==> config.mk <==
export PLATFORM = sky130hd
export DESIGN_NAME = tdj_judge
export DESIGN_NICKNAME = d
export VERILOG_FILES = /design/src/rtl/tdj_pkg.sv /design/src/rtl/tdj_judge.sv /design/src/rtl/tdj_dual_calc.sv
export VERILOG_INCLUDE_DIRS = /design/src /design/src/rtl
export SDC_FILE = /design/constraint.sdc
export NUM_CORES = 1
export LEC_CHECK = 0
export ABC_AREA = 1
export BUFFER_PORTS_ARGS = -buffer_cell sky130_fd_sc_hd__buf_2
export CORE_AREA = 4 4 215 154
export CTS_BUF_LIST = sky130_fd_sc_hd__clkbuf_16
export DETAILED_ROUTE_END_ITERATION = 10
export DIE_AREA = 0 0 219 158
export GPL_TIMING_DRIVEN = 1
export HOLD_SLACK_MARGIN = 0.02
export PLACE_DENSITY = 0.82
export SLEW_MARGIN = 20
export SYNTH_ARGS = -nofsm -noshare
export SYNTH_HDL_FRONTEND = slang
export SYNTH_SLANG_ARGS = --single-unit
==> constraint.sdc <==
create_clock -name CLK_IN -period 7.26 [get_ports CLK_IN]
set_input_delay 2.178 -clock CLK_IN [delete_from_list [all_inputs] [get_ports CLK_IN]]
set_output_delay 2.178 -clock CLK_IN [all_outputs]
set_load 0.1 [all_outputs]
==> src/rtl/tdj_map.svh <==
// register map, reset values, field positions and timing figures of the touch judgment block
`ifndef TDJ_MAP_SVH
`define TDJ_MAP_SVH

// register indices
`define TDJ_ADDR_CFG      8'h03
`define TDJ_ADDR_SPRESS   8'h04
`define TDJ_ADDR_DPRESS   8'h05
`define TDJ_ADDR_DETECT   8'h06
`define TDJ_ADDR_OFFSET   8'h07
`define TDJ_ADDR_XSLOPE   8'h08
`define TDJ_ADDR_XBIAS    8'h09
`define TDJ_ADDR_YSLOPE   8'h0A
`define TDJ_ADDR_YBIAS    8'h0B

// reset values
`define TDJ_RST_CORR      3'h2
`define TDJ_RST_SETTLE    3'h0
`define TDJ_RST_SPRESS    8'hC0
`define TDJ_RST_DPRESS    8'hC0
`define TDJ_RST_DETECT    8'h08
`define TDJ_RST_OFFSET    8'h00
`define TDJ_RST_SLOPE     8'h02
`define TDJ_RST_BIAS      8'h40

// fields of the interval and correction register
`define TDJ_CORR_LSB      4
`define TDJ_CORR_MSB      6
`define TDJ_SETTLE_LSB    0
`define TDJ_SETTLE_MSB    2
`define TDJ_CORR_LIMIT    3'h4

// settling figures in microseconds and the clock rate
`define TDJ_CLK_MHZ       125
`define TDJ_SET_US0       5
`define TDJ_SET_US1       10
`define TDJ_SET_US2       20
`define TDJ_SET_US3       50
`define TDJ_SET_US4       100
`define TDJ_SET_US5       200
`define TDJ_SET_US6       500
`define TDJ_SET_US7       700
`define TDJ_SETTLE_CW     17

`endif

==> src/rtl/tdj_pkg.sv <==
// types shared by the touch judgment block
`default_nettype none
`include "tdj_map.svh"
package tdj_pkg;

    // software-written parameters
    typedef struct packed {
        logic [2:0] ratio_correction;
        logic [2:0] settle_delay_select;
        logic [7:0] single_press_limit;
        logic [7:0] dual_press_limit;
        logic [7:0] dual_detect_limit;
        logic [7:0] spread_offset;
        logic [7:0] x_slope_const;
        logic [7:0] x_bias_const;
        logic [7:0] y_slope_const;
        logic [7:0] y_bias_const;
    } tdj_cfg_t;

    // judgment results of one measurement
    typedef struct packed {
        logic press_low_single;
        logic press_low_dual;
        logic dual_touch;
    } tdj_judge_t;

    typedef enum logic [1:0] {
        TDJ_ST_IDLE = 2'b01,
        TDJ_ST_WAIT = 2'b10
    } tdj_state_t;

endpackage
`default_nettype wire

==> src/rtl/tdj_judge.sv <==
// dual-touch judgment parameters, pressure and spread judgment, settling delay
// Notes on behaviour
// - resistor-sense measurement waits selected 5 to 700 us before conversion; 5 us at reset.
// - single pressure low when ratio divided by four exceeds single limit, reset C0.
// - dual pressure low when ratio exceeds dual limit, reset C0.
// - dual touch when smoothed spread strictly exceeds detect limit, reset 08.
// - spread offset, reset 00, corrects the spread metric.
// - X dual quantity uses slope (reset 02) and bias (reset 40).
// - Y dual quantity uses slope (reset 02) and bias (reset 40).
// - calibration refreshes X and Y references only when update control is one.
`default_nettype none
`include "tdj_map.svh"
module tdj_judge
    import tdj_pkg::*;
#(
    parameter int RATIO_W  = 10,
    parameter int SPREAD_W = 8,
    parameter int DIST_W   = 12,
    parameter int RES_W    = 16,
    parameter logic [`TDJ_SETTLE_CW-1:0] SETTLE_CYC [8] = '{
        `TDJ_SETTLE_CW'(`TDJ_SET_US0 * `TDJ_CLK_MHZ), `TDJ_SETTLE_CW'(`TDJ_SET_US1 * `TDJ_CLK_MHZ),
        `TDJ_SETTLE_CW'(`TDJ_SET_US2 * `TDJ_CLK_MHZ), `TDJ_SETTLE_CW'(`TDJ_SET_US3 * `TDJ_CLK_MHZ),
        `TDJ_SETTLE_CW'(`TDJ_SET_US4 * `TDJ_CLK_MHZ), `TDJ_SETTLE_CW'(`TDJ_SET_US5 * `TDJ_CLK_MHZ),
        `TDJ_SETTLE_CW'(`TDJ_SET_US6 * `TDJ_CLK_MHZ), `TDJ_SETTLE_CW'(`TDJ_SET_US7 * `TDJ_CLK_MHZ)}
) (
    input  wire logic                CLK_IN,
    input  wire logic                RST_B_IN,
    input  wire logic                CE_IN,
    input  wire logic [7:0]          REG_ADDR_IN,
    input  wire logic [7:0]          REG_WDATA_IN,
    input  wire logic                REG_WR_IN,
    input  wire logic                REG_RD_IN,
    output logic      [7:0]          REG_RDATA_OUT,
    input  wire logic                MEAS_VALID_IN,
    input  wire logic [RATIO_W-1:0]  PRESSURE_RATIO_IN,
    input  wire logic [SPREAD_W-1:0] SPREAD_RAW_IN,
    input  wire logic                SMOOTH_EN_IN,
    input  wire logic [DIST_W-1:0]   X_DIST_IN,
    input  wire logic [DIST_W-1:0]   Y_DIST_IN,
    input  wire logic                CALIB_IN,
    input  wire logic                REF_UPDATE_EN_IN,
    input  wire logic [RES_W-1:0]    X_RES_IN,
    input  wire logic [RES_W-1:0]    Y_RES_IN,
    input  wire logic                DRIVER_ON_IN,
    input  wire logic                RES_PANEL_IN,
    output logic                     SETTLING_OUT,
    output logic                     START_CONV_OUT,
    output logic                     PRESS_LOW_SINGLE_OUT,
    output logic                     PRESS_LOW_DUAL_OUT,
    output logic                     DUAL_TOUCH_OUT,
    output logic      [SPREAD_W-1:0] SMOOTHED_SPREAD_OUT,
    output logic      [DIST_W-1:0]   X_DUAL_OUT,
    output logic      [DIST_W-1:0]   Y_DUAL_OUT,
    output logic      [RES_W-1:0]    X_REF_OUT,
    output logic      [RES_W-1:0]    Y_REF_OUT,
    output logic      [2:0]          RATIO_CORRECTION_OUT
);
    tdj_cfg_t                  cfg;
    tdj_judge_t                next_judge;
    tdj_state_t                state;
    logic [`TDJ_SETTLE_CW-1:0] settle_cnt;
    logic [SPREAD_W-1:0]       spread_metric;
    logic [SPREAD_W-1:0]       next_smooth;
    logic [SPREAD_W:0]         smooth_sum;
    logic [7:0]                rd_mux;

    // register writes; reserved bits of the interval register are dropped
    always_ff @(posedge CLK_IN or negedge RST_B_IN) begin
        if (!RST_B_IN) begin
            cfg.ratio_correction    <= `TDJ_RST_CORR;
            cfg.settle_delay_select <= `TDJ_RST_SETTLE;
            cfg.single_press_limit  <= `TDJ_RST_SPRESS;
            cfg.dual_press_limit    <= `TDJ_RST_DPRESS;
            cfg.dual_detect_limit   <= `TDJ_RST_DETECT;
            cfg.spread_offset       <= `TDJ_RST_OFFSET;
            cfg.x_slope_const       <= `TDJ_RST_SLOPE;
            cfg.x_bias_const        <= `TDJ_RST_BIAS;
            cfg.y_slope_const       <= `TDJ_RST_SLOPE;
            cfg.y_bias_const        <= `TDJ_RST_BIAS;
        end else if (CE_IN && REG_WR_IN) begin
            case (REG_ADDR_IN)
                `TDJ_ADDR_CFG: begin
                    // correction kept as written; host keeps it below the limit
                    cfg.ratio_correction    <= REG_WDATA_IN[`TDJ_CORR_MSB:`TDJ_CORR_LSB];
                    cfg.settle_delay_select <= REG_WDATA_IN[`TDJ_SETTLE_MSB:`TDJ_SETTLE_LSB];
                end
                `TDJ_ADDR_SPRESS: cfg.single_press_limit <= REG_WDATA_IN;
                `TDJ_ADDR_DPRESS: cfg.dual_press_limit   <= REG_WDATA_IN;
                `TDJ_ADDR_DETECT: cfg.dual_detect_limit  <= REG_WDATA_IN;
                `TDJ_ADDR_OFFSET: cfg.spread_offset      <= REG_WDATA_IN;
                `TDJ_ADDR_XSLOPE: cfg.x_slope_const      <= REG_WDATA_IN;
                `TDJ_ADDR_XBIAS:  cfg.x_bias_const       <= REG_WDATA_IN;
                `TDJ_ADDR_YSLOPE: cfg.y_slope_const      <= REG_WDATA_IN;
                `TDJ_ADDR_YBIAS:  cfg.y_bias_const       <= REG_WDATA_IN;
                default: ;
            endcase
        end
    end

    // read mux; unmapped addresses answer zero
    always_comb begin
        rd_mux = 8'h00;
        case (REG_ADDR_IN)
            `TDJ_ADDR_CFG: begin
                rd_mux[`TDJ_CORR_MSB:`TDJ_CORR_LSB]     = cfg.ratio_correction;
                rd_mux[`TDJ_SETTLE_MSB:`TDJ_SETTLE_LSB] = cfg.settle_delay_select;
            end
            `TDJ_ADDR_SPRESS: rd_mux = cfg.single_press_limit;
            `TDJ_ADDR_DPRESS: rd_mux = cfg.dual_press_limit;
            `TDJ_ADDR_DETECT: rd_mux = cfg.dual_detect_limit;
            `TDJ_ADDR_OFFSET: rd_mux = cfg.spread_offset;
            `TDJ_ADDR_XSLOPE: rd_mux = cfg.x_slope_const;
            `TDJ_ADDR_XBIAS:  rd_mux = cfg.x_bias_const;
            `TDJ_ADDR_YSLOPE: rd_mux = cfg.y_slope_const;
            `TDJ_ADDR_YBIAS:  rd_mux = cfg.y_bias_const;
            default:          rd_mux = 8'h00;
        endcase
    end

    // read data registered one cycle after the strobe
    always_ff @(posedge CLK_IN or negedge RST_B_IN) begin
        if (!RST_B_IN) begin
            REG_RDATA_OUT <= 8'h00;
        end else if (CE_IN && REG_RD_IN) begin
            REG_RDATA_OUT <= rd_mux;
        end
    end

    assign RATIO_CORRECTION_OUT = cfg.ratio_correction;

    // offset correction clamps at zero rather than wrapping to a huge spread
    always_comb begin
        if (SPREAD_RAW_IN > SPREAD_W'(cfg.spread_offset)) begin
            spread_metric = SPREAD_RAW_IN - SPREAD_W'(cfg.spread_offset);
        end else begin
            spread_metric = '0;
        end
        smooth_sum  = {1'b0, SMOOTHED_SPREAD_OUT} + {1'b0, spread_metric};
        next_smooth = SMOOTH_EN_IN ? smooth_sum[SPREAD_W:1] : spread_metric;
        next_judge.press_low_single = PRESSURE_RATIO_IN[RATIO_W-1:2] > (RATIO_W-2)'(cfg.single_press_limit);
        next_judge.press_low_dual   = PRESSURE_RATIO_IN > RATIO_W'(cfg.dual_press_limit);
        next_judge.dual_touch       = next_smooth > SPREAD_W'(cfg.dual_detect_limit);
    end

    // judgment and smoothing; calibration restarts the smoothed spread
    always_ff @(posedge CLK_IN or negedge RST_B_IN) begin
        if (!RST_B_IN) begin
            SMOOTHED_SPREAD_OUT  <= '0;
            PRESS_LOW_SINGLE_OUT <= 1'b0;
            PRESS_LOW_DUAL_OUT   <= 1'b0;
            DUAL_TOUCH_OUT       <= 1'b0;
        end else if (CE_IN && CALIB_IN) begin
            SMOOTHED_SPREAD_OUT <= '0;
        end else if (CE_IN && MEAS_VALID_IN) begin
            SMOOTHED_SPREAD_OUT  <= next_smooth;
            PRESS_LOW_SINGLE_OUT <= next_judge.press_low_single;
            PRESS_LOW_DUAL_OUT   <= next_judge.press_low_dual;
            DUAL_TOUCH_OUT       <= next_judge.dual_touch;
        end
    end

    // reference resistances refreshed by calibration
    always_ff @(posedge CLK_IN or negedge RST_B_IN) begin
        if (!RST_B_IN) begin
            X_REF_OUT <= '0;
            Y_REF_OUT <= '0;
        end else if (CE_IN && CALIB_IN && REF_UPDATE_EN_IN) begin
            X_REF_OUT <= X_RES_IN;
            Y_REF_OUT <= Y_RES_IN;
        end
    end

    // X and Y dual quantities share one calculator design
    tdj_dual_calc #(.DIST_W(DIST_W), .OUT_W(DIST_W)) x_calc (
        .clk_in       (CLK_IN),
        .rst_b_in     (RST_B_IN),
        .ce_in        (CE_IN),
        .valid_in     (MEAS_VALID_IN),
        .dist_in      (X_DIST_IN),
        .slope_in     (cfg.x_slope_const),
        .bias_in      (cfg.x_bias_const),
        .quantity_out (X_DUAL_OUT)
    );
    tdj_dual_calc #(.DIST_W(DIST_W), .OUT_W(DIST_W)) y_calc (
        .clk_in       (CLK_IN),
        .rst_b_in     (RST_B_IN),
        .ce_in        (CE_IN),
        .valid_in     (MEAS_VALID_IN),
        .dist_in      (Y_DIST_IN),
        .slope_in     (cfg.y_slope_const),
        .bias_in      (cfg.y_bias_const),
        .quantity_out (Y_DUAL_OUT)
    );

    // settling delay before conversion; direct panels start at once
    always_ff @(posedge CLK_IN or negedge RST_B_IN) begin
        if (!RST_B_IN) begin
            state          <= TDJ_ST_IDLE;
            settle_cnt     <= '0;
            START_CONV_OUT <= 1'b0;
        end else if (CE_IN) begin
            START_CONV_OUT <= 1'b0;
            case (state)
                TDJ_ST_IDLE: begin
                    if (DRIVER_ON_IN && RES_PANEL_IN) begin
                        settle_cnt <= SETTLE_CYC[cfg.settle_delay_select] - `TDJ_SETTLE_CW'(1);
                        state      <= TDJ_ST_WAIT;
                    end else if (DRIVER_ON_IN) begin
                        START_CONV_OUT <= 1'b1;
                    end
                end
                TDJ_ST_WAIT: begin
                    if (settle_cnt == '0) begin
                        START_CONV_OUT <= 1'b1;
                        state          <= TDJ_ST_IDLE;
                    end else begin
                        settle_cnt <= settle_cnt - `TDJ_SETTLE_CW'(1);
                    end
                end
                default: state <= TDJ_ST_IDLE;
            endcase
        end
    end

    assign SETTLING_OUT = (state == TDJ_ST_WAIT);

    // helper: cycles spent settling, and the length asked for
    logic [`TDJ_SETTLE_CW-1:0] span;
    logic [`TDJ_SETTLE_CW-1:0] span_want;
    always_ff @(posedge CLK_IN or negedge RST_B_IN) begin
        if (!RST_B_IN) begin
            span      <= '0;
            span_want <= '0;
        end else if (CE_IN && state == TDJ_ST_IDLE && DRIVER_ON_IN && RES_PANEL_IN) begin
            span      <= `TDJ_SETTLE_CW'(1);
            span_want <= SETTLE_CYC[cfg.settle_delay_select];
        end else if (CE_IN && state == TDJ_ST_WAIT && settle_cnt != '0) begin
            span <= span + `TDJ_SETTLE_CW'(1);
        end
    end
endmodule // tdj_judge
`default_nettype wire

==> src/rtl/tdj_dual_calc.sv <==
// slope and bias calculation of one dual-touch quantity
`default_nettype none
`include "tdj_map.svh"
module tdj_dual_calc
    import tdj_pkg::*;
#(
    parameter int DIST_W = 12,
    parameter int OUT_W  = 12
) (
    input  wire logic              clk_in,
    input  wire logic              rst_b_in,
    input  wire logic              ce_in,
    input  wire logic              valid_in,
    input  wire logic [DIST_W-1:0] dist_in,
    input  wire logic [7:0]        slope_in,
    input  wire logic [7:0]        bias_in,
    output logic      [OUT_W-1:0]  quantity_out
);
    logic [DIST_W+7:0] prod;
    logic [DIST_W+7:0] next_quantity;
    localparam logic [DIST_W+7:0] OUT_MAX = (DIST_W+8)'({OUT_W{1'b1}});

    // distance times slope, less bias, clamped at zero and at full scale
    always_comb begin
        prod = dist_in * slope_in;
        if (prod <= (DIST_W+8)'(bias_in)) begin
            next_quantity = '0;
        end else begin
            next_quantity = prod - (DIST_W+8)'(bias_in);
        end
        if (next_quantity > OUT_MAX) begin
            next_quantity = OUT_MAX;
        end
    end

    // result held until the next measurement
    always_ff @(posedge clk_in or negedge rst_b_in) begin
        if (!rst_b_in) begin
            quantity_out <= '0;
        end else if (ce_in && valid_in) begin
            quantity_out <= next_quantity[OUT_W-1:0];
        end
    end
endmodule // tdj_dual_calc
`default_nettype wire

==> qor_table.md, run 1 <==
| Stage | Quantity | Value |
|---|---|---|
| timing | Max Freq | 147.5 MHz |
| timing | Post-route fraction of the period consumed by the critical path | 93.36% |
| global routing | Total congestion overflow after global routing | 0 |
| route | DR vias | 15050 |
| job | Max-capacitance violation count | 0 |
| synthesis | Cell area after synthesis | 16950 µm² |
| timing | Final clock skew | 0.009098 ns |
| timing | Pins Over Slew Limit | 0 |
| place | Number of port buffers | 180 |
| synthesis | Dominant cells by area after synthesis | sky130_fd_sc_hd__dfrtp_1 23%, sky130_fd_sc_hd__fa_1 15%, sky130_fd_sc_hd__nand2_1 14% |
| place | Detailed-placement wirelength estimate | 35470 µm |
| worst setup path | Arrival time of the worst setup path | 7.11 ns |
| global routing | Initial antenna violation count | 2 |
| synthesis | Mean post-synth cell area | 7.477 µm² |
| floorplan | Starting utilization of the core area | 54.78% |
| floorplan | Height of the die | 158 µm |
| route | Initial DRC count | 1354 |
| floorplan | Number of top-level pins | 181 |
| worst setup path | CP max-delay cell | sky130_fd_sc_hd__fa_1 |
| worst hold path | Worst hold-check path type | reg -> reg |
| place | Global placer's final weighted congestion | 0.9378 |
| power | VDD IR max | 0.0003609 V |
| worst setup path | Highest cell delay on the worst timing path | 0.52 ns |
| layout | Net total in the final layout | 2770 |
| floorplan | Number of rows in the core area | 54 |
| worst setup path | Maximum fanout along the worst path | 8 |
| timing | Transition at the pin with the smallest max-transition slack | 0.9536 ns |
| synthesis | Commonest cells post-synth | 619 x sky130_fd_sc_hd__nand2_1, 478 x sky130_fd_sc_hd__inv_1, 154 x sky130_fd_sc_hd__dfrtp_1 |
| power | Net switching power of the design | 2.157 mW |
| power | Ratio of total power to cell area | 222.8 nW/µm² |
| place | Setup WS pre-CTS | 0.02354 ns |
| cts | Insertion delay of the later-clocked pin in the worst-skew pair | 0.45 ns |
| layout | Share of cells above drive strength 1 | 15.07% |
| synthesis | Most frequent cell after synthesis | sky130_fd_sc_hd__nand2_1 |
| synthesis | EDFF count, synth | 0 |
| timing | Final critical delay including setup and external delays | 6.778 ns |
| power | Overall power after layout | 4.178 mW |
| cts | TritonCTS clock tree | yes |
| floorplan | Chip Width | 219 µm |
| power | Proportion of total power due to net switching | 51.63% |
| timing | Worst Slack Setup Final | 0.4822 ns |
| cts | Post-CTS Setup Inserts | 0 |
| route | Post-detailed-route via-to-cell ratio | 5.303 |
| floorplan | Area of the die | 34600 µm² |
| synthesis | Number of nets in the synthesized netlist | 2635 |
| power | Leakage power total | 11.02 nW |
| cts | Number of buffers created by CTS | 17 |
| route | TritonRoute pass-1 iters | 6 |
| synthesis | Fraction of post-synthesis cell area in the top cell type by area | 22.73% |
| synthesis | Count of mapped cells out of synthesis | 2267 |
| cts | CTS Hold Buffers Added | 0 |
| power | Fraction of power consumed by sequential logic | 29.1% |
| global routing | Vias in the first global route | 14900 |
| floorplan | Core Footprint | 30940 µm² |
| synthesis | Post-synth top area cell | sky130_fd_sc_hd__dfrtp_1 |
| cts | Number of clock sinks | 165 |
| route | WL/cell | 15.56 µm |
| power | Clock power frac | 22.5% |
| synthesis | Cell variety after synth | 65 |
| synthesis | Yosys warning total | 0 |
| worst setup path | Critical path launch point type | primary input |
| cts | Buffer depth of the longest clock path | 2 |
| cts | Clock slew at reported path FFs | 0.07 ns |
| synthesis | Share of synthesized area occupied by flip-flops and latches | 24.44% |
| synthesis | Share of synthesized registers carrying an async set or reset | 100.0% |
| worst setup path | CP Data Required Time | 7.60 ns |
| route | Residual DRC | 0 |
| synthesis | #FFs+latches synth | 165 |
| global routing | First-pass GRT wire length | 73140 µm |
| worst setup path | Most frequent cell on the critical path | sky130_fd_sc_hd__nand2_1 |
| timing | Post-Route Setup TNS | 0 ns |
| worst setup path | Kind of critical path | in -> reg |
| timing | Setup violations, final | 0 |
| route | Final antenna-violating net count | 0 |
| worst setup path | Worst Setup End Kind | flip-flop |
| timing | Final Hold Viols | 0 |
| power | Int Power | 2.021 mW |
| power | Part of the total power dissipated in combinational logic | 48.4% |
| layout | Area growth from synthesis to layout | 10.61% |
| timing | RSZ-0062 raised after global routing | false |
| global routing | GRT Util Overall | 26.01% |
| timing | Relative slew margins | 36.19% |
| synthesis | Dominant register cell in the synthesized netlist | sky130_fd_sc_hd__dfrtp_1 |
| global routing | Largest net degree at the start of global routing | 98 |
| route | Final Routed Wirelength | 44160 µm |
| cts | CTS root buf | sky130_fd_sc_hd__clkbuf_16 |
| run status | Result of the run | finished, final reports clean |
| cts | H-tree depth reported by CTS | 4 |
## sequential cells by signal, summed over array words and instances, names as in the netlist
| signal | cells |
|---|---|
| state | 2 |
| RATIO_CORRECTION_OUT | 3 |
| cfg | 67 |
| REG_RDATA_OUT | 8 |
| Y_REF_OUT | 16 |
| START_CONV_OUT | 1 |
| SMOOTHED_SPREAD_OUT | 8 |
| PRESS_LOW_DUAL_OUT | 1 |
| settle_cnt | 17 |
| DUAL_TOUCH_OUT | 1 |
| PRESS_LOW_SINGLE_OUT | 1 |
| x_calc.quantity_out | 12 |
| X_REF_OUT | 16 |
| y_calc.quantity_out | 12 |
## path summary, 6_finish.rpt
path                                        from                     end  slack [ns]  cells after the start
worst max-delay path                X_DIST_IN[0]  x_calc.quantity_out[5]        0.48                     29
worst min-delay path            REG_RDATA_OUT[5]        REG_RDATA_OUT[5]        0.48                      2
worst max register to register           cfg[11]  y_calc.quantity_out[1]        1.70                     25
worst min register to register  REG_RDATA_OUT[5]        REG_RDATA_OUT[5]        0.48                      2
max in group asynchronous               RST_B_IN           settle_cnt[0]        3.97                      2
min in group asynchronous               RST_B_IN  SMOOTHED_SPREAD_OUT[1]        1.82                      1
## worst max-delay path, delay by kind of cell
family          cells  cell delay [ns]
simple gates       14             1.55
xor+xnor            1             0.19
fa+ha+maj           6             2.38
buf+inv             5             0.33
compound gates      3             0.48
## cell usage in the layout (no fill, tap or decap), types with 8 or more instances in the layout
master / synthesis / routed
sky130_fd_sc_hd__o21ai_0: 122 / 122
sky130_fd_sc_hd__xor2_1: 24 / 24
sky130_fd_sc_hd__buf_2: 3 / 179
sky130_fd_sc_hd__ha_1: 143 / 143
sky130_fd_sc_hd__nand3b_1: 8 / 8
sky130_fd_sc_hd__o22ai_1: 9 / 9
sky130_fd_sc_hd__a21oi_1: 84 / 83
sky130_fd_sc_hd__nand4_1: 11 / 11
sky130_fd_sc_hd__inv_1: 478 / 478
sky130_fd_sc_hd__nand2_1: 619 / 618
sky130_fd_sc_hd__o21ai_1: 13 / 13
sky130_fd_sc_hd__inv_2: 11 / 11
sky130_fd_sc_hd__nor2_2: 15 / 15
sky130_fd_sc_hd__a21oi_2: 9 / 10
sky130_fd_sc_hd__fa_1: 124 / 124
sky130_fd_sc_hd__or2_2: 12 / 12
sky130_fd_sc_hd__mux2_2: 32 / 32
sky130_fd_sc_hd__clkbuf_16: 0 / 17
sky130_fd_sc_hd__nor2_1: 101 / 101
sky130_fd_sc_hd__nand3_1: 71 / 71
sky130_fd_sc_hd__nand2_2: 21 / 22
sky130_fd_sc_hd__nand3_2: 15 / 15
sky130_fd_sc_hd__nor3_1: 11 / 11
sky130_fd_sc_hd__dfstp_2: 11 / 11
sky130_fd_sc_hd__xnor2_1: 17 / 17
sky130_fd_sc_hd__o21a_1: 8 / 8
sky130_fd_sc_hd__dfrtp_1: 154 / 154
## metrics by stage
| step | utilization (%) | cell area (µm²) | std cells | hold slack (ns) |
|---|---|---|---|---|
| after floorplan | - | 16950 | 2267 | 0.4530 |
| after global placement | 58.52 | 18110 | 2803 | 0.4632 |
| after detailed placement | 58.53 | 18110 | 2803 | 0.4650 |
| after CTS | 60.53 | 18730 | 2835 | 0.4830 |
| after global routing | 60.57 | 18740 | 2836 | 0.4994 |
| final | 60.59 | 18750 | 2838 | 0.4781 |
## routing by layer
metal | routed length (µm) | part of all wire, % | GRT usage (%) | vias up
met2 | 19780 | 45 | 40.93 | 566
met3 | 3522 | 8.0 | 4.739 | 74
li1 | - | - | - | 7244
met5 | 0 | 0 | 0 | -
met4 | 980 | 2.2 | 7.218 | 0
met1 | 19890 | 45 | 37.26 | 7166
## timing repair
item                                    CTS  global route
endpoints found under the setup margin    0             1
endpoints found under the hold margin     0             0
gates resized for setup                   0             1
## area by class of cell
cell class                      instances  area [µm²]
Sequential cell                       165        4143
Tap cell                              420       525.5
Inverter                              491        1843
Clock inverter                         15       195.2
Fill cell                            2745       12200
Timing Repair Buffer                  181       914.6
Antenna cell                            3       7.507
Clock buffer                           17       425.4
Multi-Input combinational cell       1546       10700
## power groups by stage
stage / clock, mW / combinational, mW / sequential, mW
after global placement: 0 / 1.97 / 1.22
after CTS: 0.942 / 2.02 / 1.21
after detailed placement: 0 / 2.01 / 1.22
after global routing: 0.984 / 2.18 / 1.23
after floorplan: 0 / 0.870 / 1.94
final: 0.941 / 2.02 / 1.21
## kinds of logic (layout without fill, tap and decap cells)
| group | Yosys count | in the layout | share of synthesized area [%] |
|---|---|---|---|
| other | 0 | 3 | 0 |
| muxes | 32 | 32 | 2.126 |
| and+or+nand+nor | 911 | 911 | 23.40 |
| xor gates and xnor gates | 45 | 45 | 2.502 |
| AOI/OAI and AO/OA | 291 | 291 | 9.795 |
| adders and majority gates | 267 | 267 | 25.20 |
| buffers and inverters | 556 | 704 | 12.54 |
| DFF | 165 | 165 | 24.44 |
(Power assumes the default switching activity.)
==> inputs of run 2 (changes only) <==
--- a/config.mk
+++ b/config.mk
@@ -8,13 +8,15 @@
 export LEC_CHECK = 0
 export ABC_AREA = 1
 export BUFFER_PORTS_ARGS = -buffer_cell sky130_fd_sc_hd__buf_2
-export CORE_AREA = 4 4 215 154
+export CELL_PAD_IN_SITES_DETAIL_PLACEMENT = 0
+export CELL_PAD_IN_SITES_GLOBAL_PLACEMENT = 1
+export CORE_AREA = 4 4 237 170
 export CTS_BUF_LIST = sky130_fd_sc_hd__clkbuf_16
 export DETAILED_ROUTE_END_ITERATION = 10
-export DIE_AREA = 0 0 219 158
+export DIE_AREA = 0 0 241 174
 export GPL_TIMING_DRIVEN = 1
 export HOLD_SLACK_MARGIN = 0.02
-export PLACE_DENSITY = 0.82
+export PLACE_DENSITY = 0.89
 export SLEW_MARGIN = 20
 export SYNTH_ARGS = -nofsm -noshare
 export SYNTH_HDL_FRONTEND = slang
==> qor_table.md, run 2 (synthesized netlist as in run 1, its figures left out) <==
| Stage | Quantity | Value | Change |
|---|---|---|---|
| worst setup path | Flop2flop setup slack | 1.63 ns | was 1.70 ns |
| floorplan | Number of top-level pins | 181 | unchanged |
| worst setup path | Depth of the most critical reg-to-reg path | 23 | was 25 |
| layout | Total area of sequential cells | 4143 µm² | unchanged |
| timing | Final clock skew | 0.01113 ns | was 0.009098 ns |
| floorplan | Number of rows in the core area | 60 | was 54 |
| worst setup path | Maximum fanout along the worst path | 8 | unchanged |
| timing | Post-Route Setup TNS | 0 ns | unchanged |
| layout | FILL cells | 3762 | was 2745 |
| route | Final antenna-violating net count | 0 | unchanged |
| global routing | GRT met3 Usage | 3.854% | was 4.739% |
| global routing | Met2 Usage GRT | 33.35% | was 40.93% |
| cts | Number of gates given a new drive strength after cts | 0 | unchanged |
| worst setup path | CP Capture Point | y_calc.quantity_out[2] | was x_calc.quantity_out[5] |
| worst setup path | CP Data Required Time | 7.58 ns | was 7.60 ns |
| cts | Post-CTS Setup Inserts | 0 | unchanged |
| layout | Share of cells above drive strength 1 | 15.05% | was 15.07% |
| layout | Net total in the final layout | 2773 | was 2770 |
| power | VDD IR max | 0.0003233 V | was 0.0003609 V |
| worst hold path | Worst hold-check path type | reg -> reg | unchanged |
| route | Initial DRC count | 1085 | was 1354 |
| layout | Area of combinational cells with multiple inputs | 10690 µm² | was 10700 µm² |
| run status | Result of the run | finished, final reports clean | unchanged |
| cts | Buffer depth of the longest clock path | 2 | unchanged |
| power | Int Power | 2.067 mW | was 2.021 mW |
| worst setup path | CP startpoint | Y_DIST_IN[3] | was X_DIST_IN[0] |
| layout | Register name with the most flops | cfg | unchanged |
| layout | Post-layout utilization of the core | 49.61% | was 60.59% |
| floorplan | Area of the die | 41930 µm² | was 34600 µm² |
| cts | TritonCTS clock tree | yes | unchanged |
| cts | CTS Hold Buffers Added | 0 | unchanged |
| worst setup path | CP max-delay cell | sky130_fd_sc_hd__fa_1 | unchanged |
| timing | Final Hold Viols | 0 | unchanged |
| place | Detailed-placement wirelength estimate | 36910 µm | was 35470 µm |
| worst setup path | Capture point of the worst reg-to-reg path | y_calc.quantity_out[2] | was y_calc.quantity_out[1] |
| worst setup path | Kind of critical path | in -> reg | unchanged |
| route | WL/cell | 15.61 µm | was 15.56 µm |
| timing | Setup violations, final | 0 | unchanged |
| cts | Number of buffers created by CTS | 17 | unchanged |
| place | Total instance count after detailed placement | 2881 | was 2803 |
| cts | CTS root buf | sky130_fd_sc_hd__clkbuf_16 | unchanged |
| timing | RSZ-0062 raised after global routing | false | unchanged |
| global routing | Vias in the first global route | 14580 | was 14900 |
| cts | Number of clock sinks | 165 | unchanged |
| layout | Highest-count cells in the layout ignoring fill and taps | 618 x sky130_fd_sc_hd__nand2_1, 478 x sky130_fd_sc_hd__inv_1, 179 x sky130_fd_sc_hd__buf_2 | unchanged |
| global routing | Met1 routing resource usage after global routing | 33.61% | was 37.26% |
| place | Global placer's final weighted congestion | 0.8836 | was 0.9378 |
| timing | Relative slew margins | 43.45% | was 36.19% |
| floorplan | Height of the die | 174 µm | was 158 µm |
| worst setup path | Critical path launch point type | primary input | unchanged |
| global routing | Largest net degree at the start of global routing | 105 | was 98 |
| layout | Number of flip-flops under the largest register name | 67 | unchanged |
| power | Part of the total power dissipated in combinational logic | 48.5% | was 48.4% |
| power | Leakage power total | 11.04 nW | was 11.02 nW |
| route | DR vias | 14840 | was 15050 |
| cts | Insertion delay of the later-clocked pin in the worst-skew pair | 0.43 ns | was 0.45 ns |
| power | Overall power after layout | 4.181 mW | was 4.178 mW |
| layout | Largest regs | cfg x67, settle_cnt x17 | unchanged |
| layout | Post-route standard cell area excluding fillers | 18850 µm² | was 18750 µm² |
| power | Ratio of total power to cell area | 221.9 nW/µm² | was 222.8 nW/µm² |
| worst setup path | Arrival time of the worst setup path | 7.13 ns | was 7.11 ns |
| route | TritonRoute pass-1 iters | 7 | was 6 |
| layout | Area growth from synthesis to layout | 11.18% | was 10.61% |
| timing | Transition at the pin with the smallest max-transition slack | 0.8483 ns | was 0.9536 ns |
| worst setup path | Worst Setup End Kind | flip-flop | unchanged |
| cts | Clock slew at reported path FFs | 0.07 ns | about the same |
| place | Number of port buffers | 180 | unchanged |
| floorplan | Core Footprint | 37990 µm² | was 30940 µm² |
| layout | Final non-filler cell total | 2915 | was 2838 |
| worst setup path | Series of cell instances along the critical path | buf_2 > nand2_1 > inv_1 > fa_1 > fa_1 > inv_1 > fa_1 > fa_1 > inv_1 > ha_1 > or2_1 > nand2_1 > xnor2_1 > ha_1 > a21oi_1 > o21ai_0 > a21oi_1 > inv_1 > a21oi_1 > nand4_2 > nand2_1 > inv_2 > o21ai_1 > nand2_1 |  |
| route | Final Routed Wirelength | 45490 µm | was 44160 µm |
| global routing | GRT Util Overall | 22.03% | was 26.01% |
| floorplan | Chip Width | 241 µm | was 219 µm |
| timing | Max Freq | 146.9 MHz | was 147.5 MHz |
| power | Fraction of power consumed by sequential logic | 29.3% | was 29.1% |
| power | Net switching power of the design | 2.115 mW | was 2.157 mW |
| power | Clock power frac | 22.2% | was 22.5% |
| worst setup path | Reg-to-reg startpoint | cfg[10] | was cfg[11] |
| timing | Pins Over Slew Limit | 0 | unchanged |
| place | Total placed instance area | 18220 µm² | was 18110 µm² |
| worst setup path | Highest cell delay on the worst timing path | 0.49 ns | was 0.52 ns |
| power | Proportion of total power due to net switching | 50.58% | was 51.63% |
| global routing | Initial antenna violation count | 1 | was 2 |
| layout | Most frequent standard cell in the layout excluding fill and tap cells | sky130_fd_sc_hd__nand2_1 | unchanged |
| global routing | Routing layer with the top usage in global route | met1 | was met2 |
| global routing | Total congestion overflow after global routing | 0 | unchanged |
| route | Residual DRC | 0 | unchanged |
| cts | H-tree depth reported by CTS | 4 | unchanged |
| timing | Post-route fraction of the period consumed by the critical path | 93.79% | was 93.36% |
| route | Post-detailed-route via-to-cell ratio | 5.090 | was 5.303 |
| floorplan | Starting utilization of the core area | 44.62% | was 54.78% |
| global routing | First-pass GRT wire length | 75220 µm | was 73140 µm |
| timing | Final critical delay including setup and external delays | 6.809 ns | was 6.778 ns |
| job | Max-capacitance violation count | 0 | unchanged |
-- run 2: cell type report --
type / instances / share of cell area (%)
well taps: 496 / 3.293
clock inverters: 15 / 0.8963
inverters: 491 / 9.780
flip-flops and latches: 165 / 21.98
repair buffers: 184 / 5.079
diodes: 1 / 0.01328
clock buffers: 17 / 2.257
multi-input cells: 1546 / 56.70
-- run 2: how the worst min path moves through the flow --
stage | slack [ns] | end | depth (start not counted) | start
after floorplan | 0.45 | cfg[18] | 2 | cfg[18]
after global placement | 0.46 | REG_RDATA_OUT[7] | 2 | REG_RDATA_OUT[7]
after detailed placement | 0.47 | REG_RDATA_OUT[3] | 1 | REG_RDATA_OUT[3]
after CTS | 0.49 | REG_RDATA_OUT[0] | 1 | REG_RDATA_OUT[0]
after global routing | 0.51 | cfg[41] | 2 | cfg[41]
final | 0.48 | REG_RDATA_OUT[0] | 1 | REG_RDATA_OUT[0]
-- run 2: per-stage QoR --
stage	setup WS (ns)	hold WS [ns]
floorplan	0.4579	0.4530
global placement	0.1973	0.4609
detailed placement	0.03105	0.4688
CTS	0.4678	0.4876
global route	0.01026	0.5093
finish	0.4508	0.4780
-- run 2: power groups by stage --
stage               Combinational, mW  Clock (mW)  Sequential, mW
floorplan                       0.870           0            1.94
global placement                 1.99           0            1.23
detailed placement               2.02           0            1.24
CTS                              2.03       0.941            1.23
global route                     2.19       0.983            1.25
finish                           2.03       0.928            1.23
-- run 2: worst max-delay path: cells and delay by family --
family	cells	cell delay, ns
XOR/XNOR	1	0.13
buffers and inverters	6	0.47
AND/OR/NAND/NOR	6	0.96
AO/OA/AOI/OAI	5	0.90
adder cells (fa/ha/maj)	6	2.49
-- run 2: per-layer routing --
layer	vias up	wire, µm
met5	-	0
met4	0	529
met3	37	3511
met2	464	19500
met1	7076	21950
li1	7260	-
